==> config.mk <==
export PLATFORM = sky130hd
export DESIGN_NAME = mode_guard
export DESIGN_NICKNAME = d
export VERILOG_FILES = /design/src/hw/mode_guard.v /design/src/hw/mode_stack.v
export VERILOG_INCLUDE_DIRS = /design/src /design/src/shared
export SDC_FILE = /design/constraint.sdc
export NUM_CORES = 1
export LEC_CHECK = 0
export BUFFER_PORTS_ARGS = -buffer_cell sky130_fd_sc_hd__buf_4
export CORE_UTILIZATION = 47
export CTS_CLUSTER_SIZE = 30
export DETAILED_ROUTE_END_ITERATION = 16
export GPL_ROUTABILITY_DRIVEN = 0
export PLACE_DENSITY = 0.76
export SYNTH_ARGS = -nofsm -noshare
export SYNTH_HDL_FRONTEND = slang
export SYNTH_HIERARCHICAL = 1
export SYNTH_SLANG_ARGS = --single-unit
==> constraint.sdc <==
create_clock -name pclk -period 2.04 [get_ports pclk]
set_clock_uncertainty 0.15 [all_clocks]
set_input_delay 0 -clock pclk [delete_from_list [all_inputs] [get_ports pclk]]
set_output_delay 0 -clock pclk [all_outputs]
set_load 0.01 [all_outputs]
==> src/shared/mode_guard_consts.vh <==
// Purpose: Shared constants of the CPU mode and segmentation guard
// Assumes: APB byte addresses, 32-bit data
// Notes: Definitions only
`ifndef MODE_GUARD_CONSTS_VH
`define MODE_GUARD_CONSTS_VH

// CPU mode codes
`define MODE_BOOT 3'h0
`define MODE_TEST 3'h1
`define MODE_FIRMWARE 3'h2
`define MODE_SYSTEM 3'h3
`define MODE_USER 3'h4
`define MODE_RST `MODE_BOOT

// Register byte offsets
`define ADDR_MODE 8'h00
`define ADDR_SEG_BASE 8'h04
`define ADDR_SEG_CTRL 8'h08
`define ADDR_FEAT_TEMP 8'h0C
`define ADDR_FEAT_PERM 8'h10
`define ADDR_PARTITION 8'h14
`define ADDR_STATUS 8'h18

// Register indexes for the permission functions
`define REG_MODE 3'h0
`define REG_SEG_BASE 3'h1
`define REG_SEG_CTRL 3'h2
`define REG_FEAT_TEMP 3'h3
`define REG_FEAT_PERM 3'h4
`define REG_PARTITION 3'h5
`define REG_STATUS 3'h6
`define REG_NONE 3'h7

// Reset values, restrictive
`define SEG_BASE_RST 32'h0000_0000
`define SEG_CTRL_RST 8'h00
`define FEAT_TEMP_RST 4'h3
`define FEAT_PERM_RST 8'h00

// Field positions
`define MODE_LSB 0
`define MODE_MSB 2
`define FEAT_MSB 3
`define PERM_VAL_LSB 0
`define PERM_VAL_MSB 3
`define PERM_LOCK_LSB 4
`define PERM_LOCK_MSB 7
`define ST_DENIED 0
`define ST_STACK_FAULT 1
`define ST_MODE_LSB 4
`define ST_MODE_MSB 6
`define ST_FEAT_LSB 8
`define ST_FEAT_MSB 11

// Call kinds
`define CALL_LONG 2'h0
`define CALL_ABS 2'h1
`define CALL_EXT 2'h2
`define CALL_PLAIN 2'h3

`endif

==> src/hw/mode_guard.v <==
// Purpose: CPU mode tracker and segmentation/security register guard
// Assumes: Core events arrive on pclk; APB accesses come from the CPU
// Notes: Permission follows the mode held here at the access edge
`timescale 1ns/1ps
`default_nettype none
`include "mode_guard_consts.vh"
module mode_guard #(
  parameter STACK_DEPTH = 8,
  parameter STACK_AW = 3,
  parameter [15:0] SYSTEM_CALL_VECTOR = 16'h0100,
  parameter [15:0] FIRMWARE_CALL_VECTOR = 16'h0200,
  parameter [15:0] SPECIAL_SYSTEM_ADDR = 16'h0300,
  parameter [15:0] SPECIAL_USER_ADDR = 16'h0304,
  parameter [31:0] PARTITION = 32'h0000_0000
) (
  // APB slave
  input wire pclk,
  input wire presetn,
  input wire psel,
  input wire penable,
  input wire pwrite,
  input wire [7:0] paddr,
  input wire [31:0] pwdata,
  output reg [31:0] prdata,
  output reg pready,
  output reg pslverr,
  // Core events
  input wire call_valid,
  input wire [1:0] call_kind,
  input wire [15:0] call_target,
  input wire exc_entry,
  input wire reti,
  // Guard outputs
  output reg [2:0] cpu_mode,
  output reg [31:0] seg_table_base,
  output reg [7:0] seg_ctrl,
  output reg nvm_limit_en,
  output reg coprocessor_ram_limit_en,
  output reg aes_en,
  output reg pk_en,
  output reg [31:0] partition
);

  // Address decode, used for reads and writes
  function [2:0] reg_index;
    input [7:0] addr;
    begin
      case (addr)
        `ADDR_MODE: reg_index = `REG_MODE;
        `ADDR_SEG_BASE: reg_index = `REG_SEG_BASE;
        `ADDR_SEG_CTRL: reg_index = `REG_SEG_CTRL;
        `ADDR_FEAT_TEMP: reg_index = `REG_FEAT_TEMP;
        `ADDR_FEAT_PERM: reg_index = `REG_FEAT_PERM;
        `ADDR_PARTITION: reg_index = `REG_PARTITION;
        `ADDR_STATUS: reg_index = `REG_STATUS;
        default: reg_index = `REG_NONE;
      endcase
    end
  endfunction

  // Write permission per mode and register
  function can_write;
    input [2:0] mode;
    input [2:0] idx;
    begin
      case (idx)
        `REG_SEG_BASE, `REG_SEG_CTRL: can_write = (mode == `MODE_SYSTEM);
        `REG_MODE: can_write = (mode == `MODE_SYSTEM) || (mode == `MODE_BOOT) ||
          (mode == `MODE_TEST);
        `REG_FEAT_TEMP, `REG_FEAT_PERM: can_write = (mode == `MODE_SYSTEM) ||
          (mode == `MODE_BOOT) || (mode == `MODE_TEST);
        `REG_STATUS: can_write = (mode != `MODE_USER);
        default: can_write = 1'b0; // Partition is never writable
      endcase
    end
  endfunction

  // Read permission per mode and register
  function can_read;
    input [2:0] mode;
    input [2:0] idx;
    begin
      case (idx)
        `REG_SEG_BASE, `REG_SEG_CTRL: can_read = (mode == `MODE_SYSTEM);
        `REG_NONE: can_read = 1'b0;
        default: can_read = 1'b1;
      endcase
    end
  endfunction

  // Mode target of a call, {hit, mode}
  function [3:0] call_mode;
    input [1:0] kind;
    input [15:0] target;
    reg special;
    begin
      special = (kind == `CALL_LONG) || (kind == `CALL_ABS) || (kind == `CALL_EXT);
      if (target == SYSTEM_CALL_VECTOR) begin
        call_mode = {1'b1, `MODE_SYSTEM};
      end else if (target == FIRMWARE_CALL_VECTOR) begin
        call_mode = {1'b1, `MODE_FIRMWARE};
      end else if (special && target == SPECIAL_SYSTEM_ADDR) begin
        call_mode = {1'b1, `MODE_SYSTEM};
      end else if (special && target == SPECIAL_USER_ADDR) begin
        call_mode = {1'b1, `MODE_USER};
      end else begin
        call_mode = {1'b0, `MODE_RST};
      end
    end
  endfunction

  function valid_mode;
    input [2:0] m;
    begin
      valid_mode = (m <= `MODE_USER);
    end
  endfunction

  reg [3:0] feat_temp;
  reg [7:0] feat_perm;
  reg denied;
  reg stack_fault;
  wire stack_empty;
  wire stack_full;
  wire [2:0] stack_top;

  wire [2:0] idx = reg_index(paddr);
  wire access = psel && penable && pready;
  wire wr_ok = can_write(cpu_mode, idx);
  wire rd_ok = can_read(cpu_mode, idx);
  wire do_write = access && pwrite && wr_ok;
  wire [3:0] call_hit = call_mode(call_kind, call_target);
  wire call_switch = call_valid && call_hit[3];
  wire csr_mode_ok = valid_mode(pwdata[`MODE_MSB:`MODE_LSB]);
  wire csr_write = do_write && idx == `REG_MODE && csr_mode_ok;
  wire mode_event = exc_entry || reti || call_switch;
  wire bad_value = access && pwrite && wr_ok && idx == `REG_MODE && !csr_mode_ok;
  wire refused = access && ((pwrite && !wr_ok) || (!pwrite && !rd_ok) || bad_value);
  wire push = exc_entry && !stack_full;
  wire pop = reti && !exc_entry && !stack_empty;

  // Permanent lock wins over temporary setting per feature
  wire [3:0] perm_lock = feat_perm[`PERM_LOCK_MSB:`PERM_LOCK_LSB];
  wire [3:0] perm_val = feat_perm[`PERM_VAL_MSB:`PERM_VAL_LSB];
  wire [3:0] feat_eff = (perm_lock & perm_val) | (~perm_lock & feat_temp);
  wire [3:0] next_lock = perm_lock | pwdata[`PERM_LOCK_MSB:`PERM_LOCK_LSB];
  wire [3:0] next_val = (perm_lock & perm_val) |
    (~perm_lock & pwdata[`PERM_VAL_MSB:`PERM_VAL_LSB]);

  reg [31:0] next_rdata;
  always @* begin
    next_rdata = 32'h0000_0000;
    case (idx)
      `REG_MODE: next_rdata[`MODE_MSB:`MODE_LSB] = cpu_mode;
      `REG_SEG_BASE: next_rdata = seg_table_base;
      `REG_SEG_CTRL: next_rdata[7:0] = seg_ctrl;
      `REG_FEAT_TEMP: next_rdata[`FEAT_MSB:0] = feat_temp;
      `REG_FEAT_PERM: next_rdata[7:0] = feat_perm;
      `REG_PARTITION: next_rdata = partition;
      `REG_STATUS: begin
        next_rdata[`ST_DENIED] = denied;
        next_rdata[`ST_STACK_FAULT] = stack_fault;
        next_rdata[`ST_MODE_MSB:`ST_MODE_LSB] = cpu_mode;
        next_rdata[`ST_FEAT_MSB:`ST_FEAT_LSB] = feat_eff;
      end
      default: next_rdata = 32'h0000_0000;
    endcase
  end

  // One wait state: pready rises in the second access cycle
  always @(posedge pclk or negedge presetn) begin
    if (!presetn) begin
      pready <= 1'b0;
      pslverr <= 1'b0;
      prdata <= 32'h0000_0000;
    end else if (psel && penable && !pready) begin
      pready <= 1'b1;
      pslverr <= (pwrite && !wr_ok) || (!pwrite && !rd_ok) ||
        (pwrite && wr_ok && idx == `REG_MODE && !csr_mode_ok);
      prdata <= (!pwrite && rd_ok) ? next_rdata : 32'h0000_0000;
    end else begin
      pready <= 1'b0;
      pslverr <= 1'b0;
      prdata <= 32'h0000_0000;
    end
  end

  // Mode tracking; core events beat a same-cycle mode register write
  always @(posedge pclk or negedge presetn) begin
    if (!presetn) begin
      cpu_mode <= `MODE_RST;
    end else if (exc_entry) begin
      cpu_mode <= `MODE_SYSTEM;
    end else if (reti) begin
      cpu_mode <= stack_empty ? cpu_mode : stack_top;
    end else if (call_switch) begin
      cpu_mode <= call_hit[2:0];
    end else if (csr_write && !mode_event) begin
      cpu_mode <= pwdata[`MODE_MSB:`MODE_LSB];
    end
  end

  // Saved modes for nested handlers
  mode_stack #(
    .DEPTH(STACK_DEPTH),
    .AW(STACK_AW)
  ) u_stack (
    .pclk(pclk),
    .presetn(presetn),
    .push(push),
    .pop(pop),
    .push_data(cpu_mode),
    .top(stack_top),
    .empty(stack_empty),
    .full(stack_full)
  );

  // Security attribute registers; resets are constants only
  always @(posedge pclk or negedge presetn) begin
    if (!presetn) begin
      seg_table_base <= `SEG_BASE_RST;
      seg_ctrl <= `SEG_CTRL_RST;
      feat_temp <= `FEAT_TEMP_RST;
      feat_perm <= `FEAT_PERM_RST;
    end else if (do_write) begin
      // Writes without write permission never reach here
      case (idx)
        `REG_SEG_BASE: seg_table_base <= pwdata;
        `REG_SEG_CTRL: seg_ctrl <= pwdata[7:0];
        `REG_FEAT_TEMP: feat_temp <= pwdata[`FEAT_MSB:0];
        `REG_FEAT_PERM: begin
          // Lock bits only set; locked values frozen until reset
          feat_perm[`PERM_LOCK_MSB:`PERM_LOCK_LSB] <= next_lock;
          feat_perm[`PERM_VAL_MSB:`PERM_VAL_LSB] <= next_val;
        end
        default: feat_perm <= feat_perm;
      endcase
    end
  end

  // Sticky flags, write one to clear; a new event wins over the clear
  wire clr = do_write && idx == `REG_STATUS;
  always @(posedge pclk or negedge presetn) begin
    if (!presetn) begin
      denied <= 1'b0;
      stack_fault <= 1'b0;
    end else begin
      denied <= refused | (denied & ~(clr & pwdata[`ST_DENIED]));
      stack_fault <= (exc_entry & stack_full) | (reti & !exc_entry & stack_empty) |
        (stack_fault & ~(clr & pwdata[`ST_STACK_FAULT]));
    end
  end

  // Registered outputs; table memory itself is left to the segment rights
  always @(posedge pclk or negedge presetn) begin
    if (!presetn) begin
      nvm_limit_en <= 1'b1;
      coprocessor_ram_limit_en <= 1'b1;
      aes_en <= 1'b0;
      pk_en <= 1'b0;
      partition <= 32'h0000_0000;
    end else begin
      nvm_limit_en <= feat_eff[0];
      coprocessor_ram_limit_en <= feat_eff[1];
      aes_en <= feat_eff[2];
      pk_en <= feat_eff[3];
      partition <= PARTITION; // Build-time constant
    end
  end

endmodule
`default_nettype wire

==> src/hw/mode_stack.v <==
// Purpose: Small memory saving the CPU mode across nested exceptions
// Assumes: Push and pop never in the same cycle
// Notes: Top of stack comes out of a register
`timescale 1ns/1ps
`default_nettype none
`include "mode_guard_consts.vh"
module mode_stack #(
  parameter DEPTH = 8,
  parameter AW = 3
) (
  // Clock and reset
  input wire pclk,
  input wire presetn,
  // Stack control
  input wire push,
  input wire pop,
  input wire [2:0] push_data,
  // Stack state
  output reg [2:0] top,
  output reg empty,
  output reg full
);
  reg [2:0] mem [0:DEPTH-1];
  reg [AW:0] count;
  wire [AW-1:0] wr_idx = count[AW-1:0];
  wire [AW-1:0] below_idx = count[AW-1:0] - {{(AW-1){1'b0}}, 1'b1} - {{(AW-1){1'b0}}, 1'b1};

  always @(posedge pclk) begin
    if (push && !full) begin
      mem[wr_idx] <= push_data;
    end
  end

  always @(posedge pclk or negedge presetn) begin
    if (!presetn) begin
      count <= {(AW+1){1'b0}};
      top <= `MODE_RST;
      empty <= 1'b1;
      full <= 1'b0;
    end else if (push && !full) begin
      count <= count + {{AW{1'b0}}, 1'b1};
      top <= push_data;
      empty <= 1'b0;
      full <= (count == DEPTH - 1);
    end else if (pop && !empty) begin
      count <= count - {{AW{1'b0}}, 1'b1};
      // Next top read from memory, registered
      top <= (count > 1) ? mem[below_idx] : `MODE_RST;
      empty <= (count == 1);
      full <= 1'b0;
    end
  end
endmodule
`default_nettype wire

Yosys cells after proc, flatten, opt, wreduce, memory -nomap -nowiden
Memories as Yosys holds them, arrays and structs flattened.
Index checks and enable logic that the tools add are counted.

storage, ports and cells
  input port bits = 66
  output and inout port bits = 113
  register bits = 104
  memories = 1
  bits in writable memories = 24

memories
  name         words  bits a word  read ports  clocked after memory_dff  write ports  RTL line         text
  u_stack.mem  8      3            1           0                         1            mode_stack.v:23  reg [2:0] mem [0:DEPTH-1];

operators by class
  bitwise logic cells = 19
  mux-type cells = 34
  eq/ne operators = 24
  reductions and logical operators = 56
  magnitude comparators = 2
  add/subtract/negate cells = 4

operator list
  operator                                                           number
  32-bit 2-to-1 mux                                                  2
  16-bit by 10-bit == test with 1-bit output, second input constant  3
  1-bit logical AND                                                  25
  8-bit by 5-bit == test with 1-bit output, second input constant    3
  3-bit 2-to-1 mux                                                   8
  4-bit 2-to-1 mux                                                   6
  3-bit one-hot mux with 7 select lines                              1
  20-bit 2-to-1 mux                                                  1
  16-bit by 9-bit == test with 1-bit output, second input constant   1
  8-bit by 4-bit == test with 1-bit output, second input constant    2
  4-bit AND                                                          3
  4-bit bitwise OR                                                   3
  2-bit one-hot mux with 6 select lines                              1
  3-bit one-hot mux with 4 select lines                              1
  2-bit AND reduction                                                5
  3-bit by 2-bit == test with 1-bit output, second input constant    3
  3-bit == test, second input constant                               3
  1-bit logical NOT                                                  9
  1-bit logical OR                                                   9
  8-bit by 3-bit == test with 1-bit output, second input constant    1
  8-bit logical NOT                                                  1
  1-bit 2-to-1 mux                                                   8
  4-bit one-hot mux with 2 select lines                              1
  1-bit AND                                                          7
  24 further kinds                                                   32

Logic depth before layout (Yosys ltp)
Gate-level depths: netlist of run 1.

  depth after elaboration = 16
  depth in mapped cells = 8

Hierarchy
Netlist of run 1, hierarchy kept.

by module, submodules not included
  module      times used  seq. area each (um^2)  area an instance (um^2)  cells an instance
  mode_guard  1           2,382.3                4,514.3                  356
  mode_stack  1           947.2                  1,475.2                  101

Worst setup path before layout of run 1
Ideal clock, no wire load.

  kind = register to register
  start = register cpu_mode[0]
  end = register seg_table_base[0]
  arrival time = 2.005 ns
  cell stages (with the launch flop) = 8
  setup slack = -0.240 ns
  library setup time = 0.125 ns
  path through = dfrtp_1 clkbuf_2 nor3_1 o41ai_2 and3_4 nand2_8 buf_12 mux2_4

on the way
  longest elaborated chain between the ends = 6

ends and longest elaborated chain
  what                                                                                            RTL line                          text
  from (decl)                                                                                     mode_guard.v:34                   output reg [2:0] cpu_mode,
  from (signal assigned)                                                                          mode_guard.v:191                  cpu_mode <= `MODE_RST;
  from (signal assigned)                                                                          mode_guard.v:193                  cpu_mode <= `MODE_SYSTEM;
  from (signal assigned)                                                                          mode_guard.v:195                  cpu_mode <= stack_empty ? cpu_mode : stack_top;
  3-bit by 2-bit == test with 1-bit output (no source line) or 3-bit logical NOT (tied branches)  -
  1-bit logical OR (2 in series)                                                                  mode_guard.v:68, mode_guard.v:70
  1-bit one-hot mux with 3 select lines (*)                                                       mode_guard.v:66                   case (idx)
  1-bit logical AND (*)                                                                           mode_guard.v:131                  wire do_write = access && pwrite && wr_ok;
  2-bit AND reduction (no source line) (*)                                                        -
  to (signal assigned)                                                                            mode_guard.v:221                  seg_table_base <= `SEG_BASE_RST;
  to (signal assigned)                                                                            mode_guard.v:228                  `REG_SEG_BASE: seg_table_base <= pwdata;
  to (decl)                                                                                       mode_guard.v:35                   output reg [31:0] seg_table_base,

Mark *: on every way between the ends. The rest lies on a longest branch, timed or not.
A chain may end at the register's enable or synchronous reset.

Worst setup path after layout of run 1
  start = register cpu_mode[1]
  end = register seg_ctrl[6]

on the way
  longest elaborated chain between the ends = 6

ends and longest elaborated chain
  what                                                                                            RTL line                          text
  3-bit by 2-bit == test with 1-bit output (no source line) or 3-bit logical NOT (tied branches)  -
  1-bit logical OR (2 in series)                                                                  mode_guard.v:68, mode_guard.v:70
  1-bit one-hot mux with 3 select lines (*)                                                       mode_guard.v:66
  1-bit logical AND (*)                                                                           mode_guard.v:131
  2-bit AND reduction (no source line) (*)                                                        -
  to (signal assigned)                                                                            mode_guard.v:222                  seg_ctrl <= `SEG_CTRL_RST;
  to (signal assigned)                                                                            mode_guard.v:229                  `REG_SEG_CTRL: seg_ctrl <= pwdata[7:0];
  to (decl)                                                                                       mode_guard.v:36                   output reg [7:0] seg_ctrl,

Marks and branches as above.

==> flow_metrics.tcl, run 1 <==
set metrics [dict create \
    crit_type "flip-flop to flip-flop" \
    crit_path_end_kind "flip-flop" \
    synth_top_area_share 0.414 \
    sequentialPowerShare 0.375 \
    cts.sinks 128 \
    worst_ep_arrival_time_ps 2350 \
    multiInputGateArea_um2 2580 \
    post-route-min-period_ps 2220 \
    grt_max_degree 44 \
    max_stage_delay_ps 450 \
    rsz0062_at_grt "true" \
    finalHoldViolCount 0 \
    post-place-ws_ps -361 \
    path_clk_slew_ps 60 \
    htree_levels 4 \
    critPathSlowestCell "dfrtp_2" \
    whs_ps 26.3 \
    nets 771 \
    p_int_w 0.00565 \
    grt_pass1_wl_um 25800 \
    max_slew_margin 0.559 \
    power_frac_comb 0.197 \
    synth_seq_cells 128 \
    dr.first_iter.drc_count 368 \
    rows 40 \
    synth-edff-count 24 \
    vias 4763 \
    min_path_cells 5 \
    violations "setup timing" \
    die_height_um 115 \
    start_util 0.490 \
    yosys_warnings 6 \
    crit_chain "nand3b_1, a211o_1, o41ai_4, and3_4, buf_12, nand3_4, mux2_2" \
    antenna_found_initial 0 \
    fillers 798 \
    cts_tree "built" \
    cts_max_path_buffers 2 \
    wl_per_cell_um 19.9 \
    final-seq-area_um2 3330 \
    overflow 0 \
    drc_errors 0 \
    status "finished, violations left" \
    syn_area_um2 5990 \
    diodes 0 \
    synth.most_common_cell "dfrtp_1" \
    netlist_top_cells_count "dfrtp_1, buf_4, mux2_4" \
    p_switching_w 0.00210 \
    core_area_um2 12200 \
    fp.dieW_um 115 \
    antenna_left 0 \
    fp.dieArea_um2 13200 \
    async_reset_ff_frac 0.813 \
    clkPwrFrac 0.428 \
    worstPathRequired_ps 2180 \
    dpl-instance-area_um2 7370 \
    port_buffers 146 \
    setup_violations 56 \
    final_cells 879 \
    cap_violations 0 \
    worst_slew_pin_slew_ps 660 \
    synth-main-ff-cell "dfrtp_1" \
    finalMaxSlewViolations 0 \
    fin_ws_ps -178 \
    io_pins 179 \
    fin_util 0.715 \
    grt_pass1_vias 4911 \
    worstSetupStartpointType "flip-flop" \
    path_max_fanout 8 \
    path_delay_family "simple AND/OR/NAND/NOR gates" \
    track_usage 0.261 \
    fin_crit_sh 1.09 \
    synthToLayoutAreaGrowth_pct 45.8 \
    cts_buffers 17 \
    dr.pass1.iters 5 \
    critical_path_depth 7 \
    powerDensity_nw_per_um2 887 \
    clk_latency_ps 410 \
    reg2reg_depth 7 \
    synthTopCellsByArea "dfrtp_1, edfxtp_1, mux2_4" \
    sw_frac_of_total 0.271 \
    syn_inst 457 \
    yosysSeqAreaShare 0.556 \
    path_buf_inv 1 \
    peakVddDrop_mv 0.645 \
    avgSynthCellArea_um2 13.1 \
    hold_path.class "input port to flip-flop" \
    placed_cells 790 \
    cts_root_buffer "clkbuf_16" \
    vias_per_cell 5.42 \
    synth_cell_types 59 \
    wl_um 17500 \
    drive_gt1_frac 0.459 \
    leakage_nw 4.26 \
    yosysTopAreaCell "dfrtp_1" \
    post-dp-hpwl_um 10700 \
    fmaxAchievable_mhz 451 \
    stdcell_area_um2 8730 \
]
flip-flops by register name, indices dropped and copies added (netlist names), named ones only:
register and cells:
feat_perm 4, pready 1, coprocessor_ram_limit_en 1, stack_fault 1, u_stack/full 1, denied 1
u_stack/empty 1, u_stack/top 3, prdata 32, aes_en 1, seg_table_base 32, pk_en 1
feat_temp 4, nvm_limit_en 1, pslverr 1, cpu_mode 3, seg_ctrl 8, u_stack/mem 24
u_stack/count 4
worst register-to-register path, stage by stage (launching register included):
cell and delay, ps:
dfrtp_2 450, nand3b_1 190, a211o_1 310, o41ai_4 80
and3_4 290, buf_12 160, nand3_4 170, mux2_2 320
cell type report:
cell class | instances | share of cell area
clock buffer | 20 | 0.0560
clock inverter | 12 | 0.0189
inverter | 9 | 0.00387
multi-input combinational | 306 | 0.296
sequential | 128 | 0.382
tap | 168 | 0.0241
timing repair buffer | 236 | 0.220
path summary, 6_finish.rpt:
check	start	end	slack [ps]
max	cpu_mode[1]$_DFFE_PN0P_	seg_ctrl[6]$_DFFE_PN0P_	-180
min	call_target[8]	cpu_mode[0]$_DFFE_PN0P_	30
max reg2reg	cpu_mode[1]$_DFFE_PN0P_	seg_ctrl[6]$_DFFE_PN0P_	-180
min reg2reg	u_stack/full$_DFFE_PN0P_	u_stack/full$_DFFE_PN0P_	360
max in group asynchronous	presetn	feat_temp[1]$_DFFE_PN1P_	510
min in group asynchronous	presetn	seg_table_base[17]$_DFFE_PN0P_	510
timing repair:
item,CTS,global route
gates resized for setup,12,23
hold buffers,45,0
gates cloned,1,4
pin swaps,2,11
setup buffers,3,4
hold endpoints to repair,162,0
endpoints found under the setup margin,69,83
stage by stage:
step	total power, W	setup TNS (ps)
finish	0.00775	-6560
global route	0.00805	-9400
floorplan	0.00382	-3590
CTS	0.00772	-5990
global placement	0.00426	-13450
detailed placement	0.00433	-16040
routing by layer:
layer / share of wire / routed length (µm) / vias to the layer above / GRT usage
met3: 0.057 / 1010 / 47 / 0.0601
met2: 0.53 / 9320 / 233 / 0.446
met5: 0 / 0 / - / 0
met1: 0.39 / 6780 / 2403 / 0.322
met4: 0.024 / 426 / 0 / 0.105
li1: - / - / 2080 / -
logic make-up (layout without fill, tap and decap cells):
family	count (synthesis)	after routing	share of synthesized area
compound gates	61	61	0.0729
other cells	1	32	0.000626
xor+xnor	4	4	0.00585
fa+ha+maj	7	7	0.0146
simple gates	131	136	0.127
mux	66	66	0.154
flops	128	128	0.556
buf+inv	59	277	0.0691
placed cells by master (no fill, tap or decap), drive strengths merged, types with 3 or more instances in the layout:
cell	count
nor4	5
nand3	7
a32oi	3
and3	14
nor2b	7
nand4	5
xnor2	3
dlygate4sd3	45
a221o	3
edfxtp	24
o21ai	10
o22ai	4
clkinv	3
a22o	5
nand2	26
dfstp	5
conb	32
and2	22
bufinv	3
a22oi	10
mux4	6
clkbuf	20
nor3	15
buf	191
dfrtp	99
a21o	5
ha	7
a21oi	8
a31oi	3
nor2	27
inv	15
mux2	58
power by group through the flow:
stage,Sequential (W),Clock [W],Combinational (W)
after global placement,0.00294,0,0.00132
final,0.00291,0.00332,0.00152
after CTS,0.00291,0.00332,0.00149
after global routing,0.00293,0.00346,0.00166
after floorplan,0.00297,0,0.000855
after detailed placement,0.00295,0,0.00138
Power figures use the tool's default switching activity.
==> inputs of run 2 (changes only) <==
--- a/config.mk
+++ b/config.mk
@@ -6,12 +6,12 @@
 export SDC_FILE = /design/constraint.sdc
 export NUM_CORES = 1
 export LEC_CHECK = 0
-export BUFFER_PORTS_ARGS = -buffer_cell sky130_fd_sc_hd__buf_4
-export CORE_UTILIZATION = 47
+export CORE_UTILIZATION = 57
 export CTS_CLUSTER_SIZE = 30
 export DETAILED_ROUTE_END_ITERATION = 16
+export DONT_BUFFER_PORTS = 1
 export GPL_ROUTABILITY_DRIVEN = 0
-export PLACE_DENSITY = 0.76
+export PLACE_DENSITY = 0.74
 export SYNTH_ARGS = -nofsm -noshare
 export SYNTH_HDL_FRONTEND = slang
 export SYNTH_HIERARCHICAL = 1
==> run 2 against run 1 <==
Against the previous run: the flow finishes with violations (hold timing, setup timing); non-clock buffer count is 123 lower; core utilization increased by 4.0 points; design area fell by 11%; final cell count is 18% lower; highest routed layer unchanged; worst setup slack got worse by 2.9 ps; critical endpoint is now seg_ctrl[7]$_DFFE_PN0P_; die area decreased by 17%; count of clock-buffer cells in the layout is 2 higher; largest power group is now registers.
==> flow_metrics.tcl, run 2 (synthesis results as in run 1) <==
set metrics [dict create \
    io_pins 179 \
    fp.dieW_um 105 \
    post-route-min-period_ps 2220 \
    reg2reg_depth 7 \
    nets 644 \
    antenna_found_initial 0 \
    violations "hold timing, setup timing" \
    drc_errors 0 \
    finalPower_w 0.00707 \
    start_util 0.583 \
    wl_per_cell_um 21.9 \
    grt_pass1_vias 4248 \
    reg_top3 "prdata (32), seg_table_base (32), u_stack/mem (24)" \
    core_area_um2 10300 \
    fillers 602 \
    worstPathRequired_ps 2280 \
    overflow 0 \
    antenna_left 0 \
    use_met2 0.439 \
    cts.sinks 128 \
    path_clk_slew_ps 60 \
    finalHoldViolCount 105 \
    finalMaxSlewViolations 0 \
    die_height_um 105 \
    post-place-ws_ps -368 \
    max_stage_delay_ps 400 \
    cts_buffers 17 \
    post-dp-hpwl_um 8900 \
    status "finished, violations left" \
    cts_tree "built" \
    cts_root_buffer "clkbuf_8" \
    setup_violations 84 \
    crit_chain "inv_1, mux2i_1, o41ai_4, and3_4, buf_6, nand3_4, mux2_4" \
    fin_crit_sh 1.09 \
    met1_usage 0.345 \
    drive_gt1_frac 0.309 \
    clk_latency_ps 510 \
    sw_frac_of_total 0.273 \
    htree_levels 4 \
    crit_path_end_kind "flip-flop" \
    port_buffers 0 \
    vias_per_cell 5.99 \
    diodes 0 \
    grt_pass1_wl_um 22800 \
    grt.busiest_layer "met2" \
    fp.dieArea_um2 10900 \
    peakVddDrop_mv 0.631 \
    dr.first_iter.drc_count 326 \
    p_int_w 0.00514 \
    vias 4299 \
    wl_um 15700 \
    synthToLayoutAreaGrowth_pct 29.5 \
    track_usage 0.273 \
    gr-usage-met3 0.0771 \
    rsz0062_at_grt "true" \
    whs_ps -968 \
    worstSetupStartpointType "flip-flop" \
    mostFrequentLayoutCells "dfrtp_1, dlygate4sd3_1, mux2_4, buf_4, conb_1" \
    clkPwrFrac 0.397 \
    fmaxAchievable_mhz 450 \
    cts_max_path_buffers 2 \
    powerDensity_nw_per_um2 911 \
    rows 37 \
    final_common_cell "dfrtp_1" \
    path_max_fanout 8 \
    worst_slew_pin_slew_ps 589 \
    hold_path.class "input port to asynchronous set/reset pin" \
    crit_type "flip-flop to flip-flop" \
    leakage_nw 3.59 \
    worst_ep_arrival_time_ps 2460 \
    grt_max_degree 105 \
    sequentialPowerShare 0.413 \
    critPathSlowestCell "dfrtp_2" \
    fin_ws_ps -181 \
    p_switching_w 0.00193 \
    max_slew_margin 0.606 \
    power_frac_comb 0.190 \
    dr.pass1.iters 4 \
    cap_violations 0 \
]
==> run 2: cell types whose count changed in the layout (fill, tap and decap cells not counted), moves of 2 or more <==
cell           previous run  this run
buf_4                   186        39
inv_6                     4         1
o21ai_1                   2         4
a32oi_1                   3         1
nand2_8                   3         1
dlygate4sd3_1            45        63
a32oi_2                   0         2
nor2_2                    1         3
bufinv_16                 3         1
nor2_4                    4         1
o21ai_0                   7         4
clkbuf_1                  0         3
==> run 2: per-layer routing <==
metal | vias to the layer above | share of wire
met5 | - | 0
met4 | 0 | 0.043
met3 | 56 | 0.071
met2 | 219 | 0.51
met1 | 2212 | 0.38
li1 | 1812 | -
==> run 2: worst paths after layout <==
| check | end | slack (ps) | from |
|---|---|---|---|
| max in group asynchronous | nvm_limit_en$_DFF_PN1_ | 2480 | presetn |
| setup / recovery | seg_ctrl[7]$_DFFE_PN0P_ | -180 | cpu_mode[2]$_DFFE_PN0P_ |
| hold / removal | seg_table_base[26]$_DFFE_PN0P_ | -970 | presetn |
| min in group pclk | cpu_mode[0]$_DFFE_PN0P_ | -10 | call_target[6] |
| hold reg to reg | u_stack/count[3]$_DFFE_PN0P_ | 350 | u_stack/count[3]$_DFFE_PN0P_ |
| setup reg to reg | seg_ctrl[7]$_DFFE_PN0P_ | -180 | cpu_mode[2]$_DFFE_PN0P_ |
==> run 2: critical path: cells and delay by family (launching register included) <==
family          cells  cell delay (ps)
mux                 2              490
buf+inv             2              270
flops               1              400
simple gates        2              470
compound gates      1              310
==> run 2: cell type report <==
| class | instances | area [µm²] | area share |
|---|---|---|---|
| flip-flops and latches | 128 | 3330 | 0.430 |
| multi-input cells | 302 | 2560 | 0.330 |
| repair buffers | 113 | 1120 | 0.144 |
| clock buffers | 22 | 464 | 0.0598 |
| well taps | 136 | 170 | 0.0219 |
| clock inverters | 8 | 80.1 | 0.0103 |
| inverters | 9 | 33.8 | 0.00435 |
==> run 2: power groups by stage <==
stage	sequential (W)	clock (W)	combinational [W]
6_report	0.00292	0.00280	0.00134
5_1_grt	0.00294	0.00295	0.00145
4_1_cts	0.00291	0.00281	0.00128
3_5_place_dp	0.00296	0	0.00112
3_3_place_gp	0.00295	0	0.00108
2_1_floorplan	0.00297	0	0.000855
==> run 2: metrics by stage <==
step	area, µm²	TNS, ps	hold slack [ps]	util	cells
2_1_floorplan	6160	-3590	-446	-	488
3_3_place_gp	6250	-6760	-444	0.609	611
3_5_place_dp	6250	-11100	-444	0.609	611
4_1_cts	7500	-3590	-982	0.729	708
5_1_grt	7760	-9940	-994	0.755	718
6_report	7760	-9070	-968	0.755	718
==> run 2: timing repair <==
action / CTS / global route
pin swaps: 3 / 12
buffers inserted: 5 / 4
gates resized for setup: 11 / 31
setup endpoints to repair: 71 / 87
hold endpoints to repair: 199 / 114
hold buffers: 62 / 4
gates cloned: 0 / 4
==> inputs of run 3 (changes only) <==
--- a/config.mk
+++ b/config.mk
@@ -16,3 +16,4 @@
 export SYNTH_HDL_FRONTEND = slang
 export SYNTH_HIERARCHICAL = 1
 export SYNTH_SLANG_ARGS = --single-unit
+export TNS_END_PERCENT = 10
==> run 3 against run 2 <==
Against the previous run: the run still ends with hold timing, setup timing left; register-to-register slack better by 30 ps; core utilization is 1.8 points lower; clock power is 6% higher; design area is 2.4% lower; maximum frequency is 1.4% higher; first-iteration DRC count is 40% lower; sequential share of layout area is 1.0 points higher; combinational power is 5% lower; critical path depth stayed put; critical path type unchanged; largest power group is now the clock network.
==> flow_metrics.tcl, run 3 (synthesis results as in run 1) <==
set metrics [dict create \
    status "finished, violations left" \
    violations "hold timing, setup timing" \
    fmaxAchievable_mhz 457 \
    p_int_w 0.00519 \
    finalMaxSlewViolations 0 \
    whs_ps -981 \
    hold_path.class "input port to asynchronous set/reset pin" \
    drive_gt1_frac 0.274 \
    rsz0062_at_grt "true" \
    cts_tree "built" \
    fin_crit_sh 1.07 \
    grt_max_degree 105 \
    r2r_slack_ps -150 \
    overflow 0 \
    fin_util 0.737 \
    vias 4097 \
    grt_pass1_wl_um 22600 \
    crit_path_end_kind "flip-flop" \
    power_frac_comb 0.177 \
    fillers 666 \
    cts_root_buffer "clkbuf_8" \
    core_area_um2 10300 \
    fin_ws_ps -150 \
    start_util 0.583 \
    fp.dieArea_um2 10900 \
    sequentialPowerShare 0.406 \
    wl_per_cell_um 20.8 \
    cts_hold_buf 65 \
    rows 37 \
    leakage_nw 3.49 \
    path_clk_slew_ps 60 \
    cts.sinks 128 \
    reg2reg_depth 7 \
    r2r_start "cpu_mode[1]$_DFFE_PN0P_" \
    antenna_found_initial 0 \
    finalHoldViolCount 122 \
    htree_levels 4 \
    worstPathRequired_ps 2290 \
    p_switching_w 0.00196 \
    grt_pass1_vias 4195 \
    dr.pass1.iters 4 \
    fp.dieW_um 105 \
    vias_per_cell 5.78 \
    cts_max_path_buffers 2 \
    die_height_um 105 \
    worst_slew_pin_slew_ps 505 \
    max_slew_margin 0.662 \
    peakVddDrop_mv 0.520 \
    antenna_left 0 \
    setup_violations 68 \
    final.setup.tns_ps -6110 \
    crit_type "flip-flop to flip-flop" \
    worstSetupStartpointType "flip-flop" \
    reg_top3 "prdata (32), seg_table_base (32), u_stack/mem (24)" \
    worst_ep_arrival_time_ps 2440 \
    final_common_cell "dfrtp_1" \
    reg2reg_to "feat_temp[2]$_DFFE_PN0P_" \
    clkPwrFrac 0.416 \
    nets 633 \
    diodes 0 \
    powerDensity_nw_per_um2 945 \
    drc_errors 0 \
    synthToLayoutAreaGrowth_pct 26.4 \
    port_buffers 0 \
    sw_frac_of_total 0.274 \
    mostFrequentLayoutCells "dfrtp_1, dlygate4sd3_1, mux2_4, conb_1, buf_4" \
    wl_um 14700 \
    cts_buffers 17 \
    dr.first_iter.drc_count 197 \
    post-route-min-period_ps 2190 \
    post-dp-hpwl_um 8700 \
    track_usage 0.276 \
    cap_violations 0 \
    io_pins 179 \
    path_max_fanout 6 \
    clk_latency_ps 520 \
]
[run 3: how the worst max path moves through the flow]
stage,start,endpoint
after global routing,cpu_mode[1]$_DFFE_PN0P_,feat_temp[2]$_DFFE_PN0P_
after floorplan,cpu_mode[0]$_DFFE_PN0P_,seg_table_base[0]$_DFFE_PN0P_
after global placement,paddr[1],prdata[25]$_DFF_PN0_
final,cpu_mode[1]$_DFFE_PN0P_,feat_temp[2]$_DFFE_PN0P_
after detailed placement,paddr[1],prdata[26]$_DFF_PN0_
after CTS,cpu_mode[1]$_DFFE_PN0P_,seg_table_base[1]$_DFFE_PN0P_
[run 3: power by group through the flow]
stage / clock, W / combinational, W / sequential [W]
floorplan: 0 / 0.000855 / 0.00297
global placement: 0 / 0.00107 / 0.00294
detailed placement: 0 / 0.00109 / 0.00295
CTS: 0.00299 / 0.00125 / 0.00290
global route: 0.00314 / 0.00139 / 0.00292
finish: 0.00298 / 0.00127 / 0.00291
[run 3: area by class of cell]
type	count	area [µm²]	area share
Clock buffer	22	517	0.0682
Clock inverter	10	82.6	0.0109
Inverter	9	33.8	0.00446
Multi-Input combinational cell	304	2490	0.329
Sequential cell	128	3330	0.440
Tap cell	136	170	0.0225
Timing Repair Buffer	100	942	0.124
[run 3: what timing repair did]
| action | in CTS | in global routing |
|---|---|---|
| gates resized for setup | 7 | 9 |
| endpoints found under the setup margin | 75 | 73 |
| gates cloned | 2 | 1 |
| setup buffers | 4 | 3 |
| endpoints found under the hold margin | 199 | 122 |
| pin swaps | 5 | 0 |
[run 3: routing by layer]
metal	track usage	share of wire	up-vias	routed length, µm
met2	0.453	0.51	173	7590
li1	-	-	1811	-
met3	0.0909	0.063	38	923
met1	0.321	0.39	2075	5740
met5	0	0	-	0
met4	0.147	0.033	0	489
[run 3: through the flow]
stage	area, µm²	worst slack, ps	power, W	std cells
floorplan	6140	-111	0.00382	488
global placement	6130	-226	0.00401	602
detailed placement	6130	-350	0.00405	602
CTS	7480	-132	0.00714	705
global route	7570	-218	0.00746	709
finish	7570	-150	0.00715	709
[run 3: critical path, stage by stage (launching register included)]
cell and delay, ps:
dfrtp_2 450, inv_2 90, nor3_4 50, o41ai_4 410, and3_4 340, buf_4 140, nand4_4 110, mux2_1 340
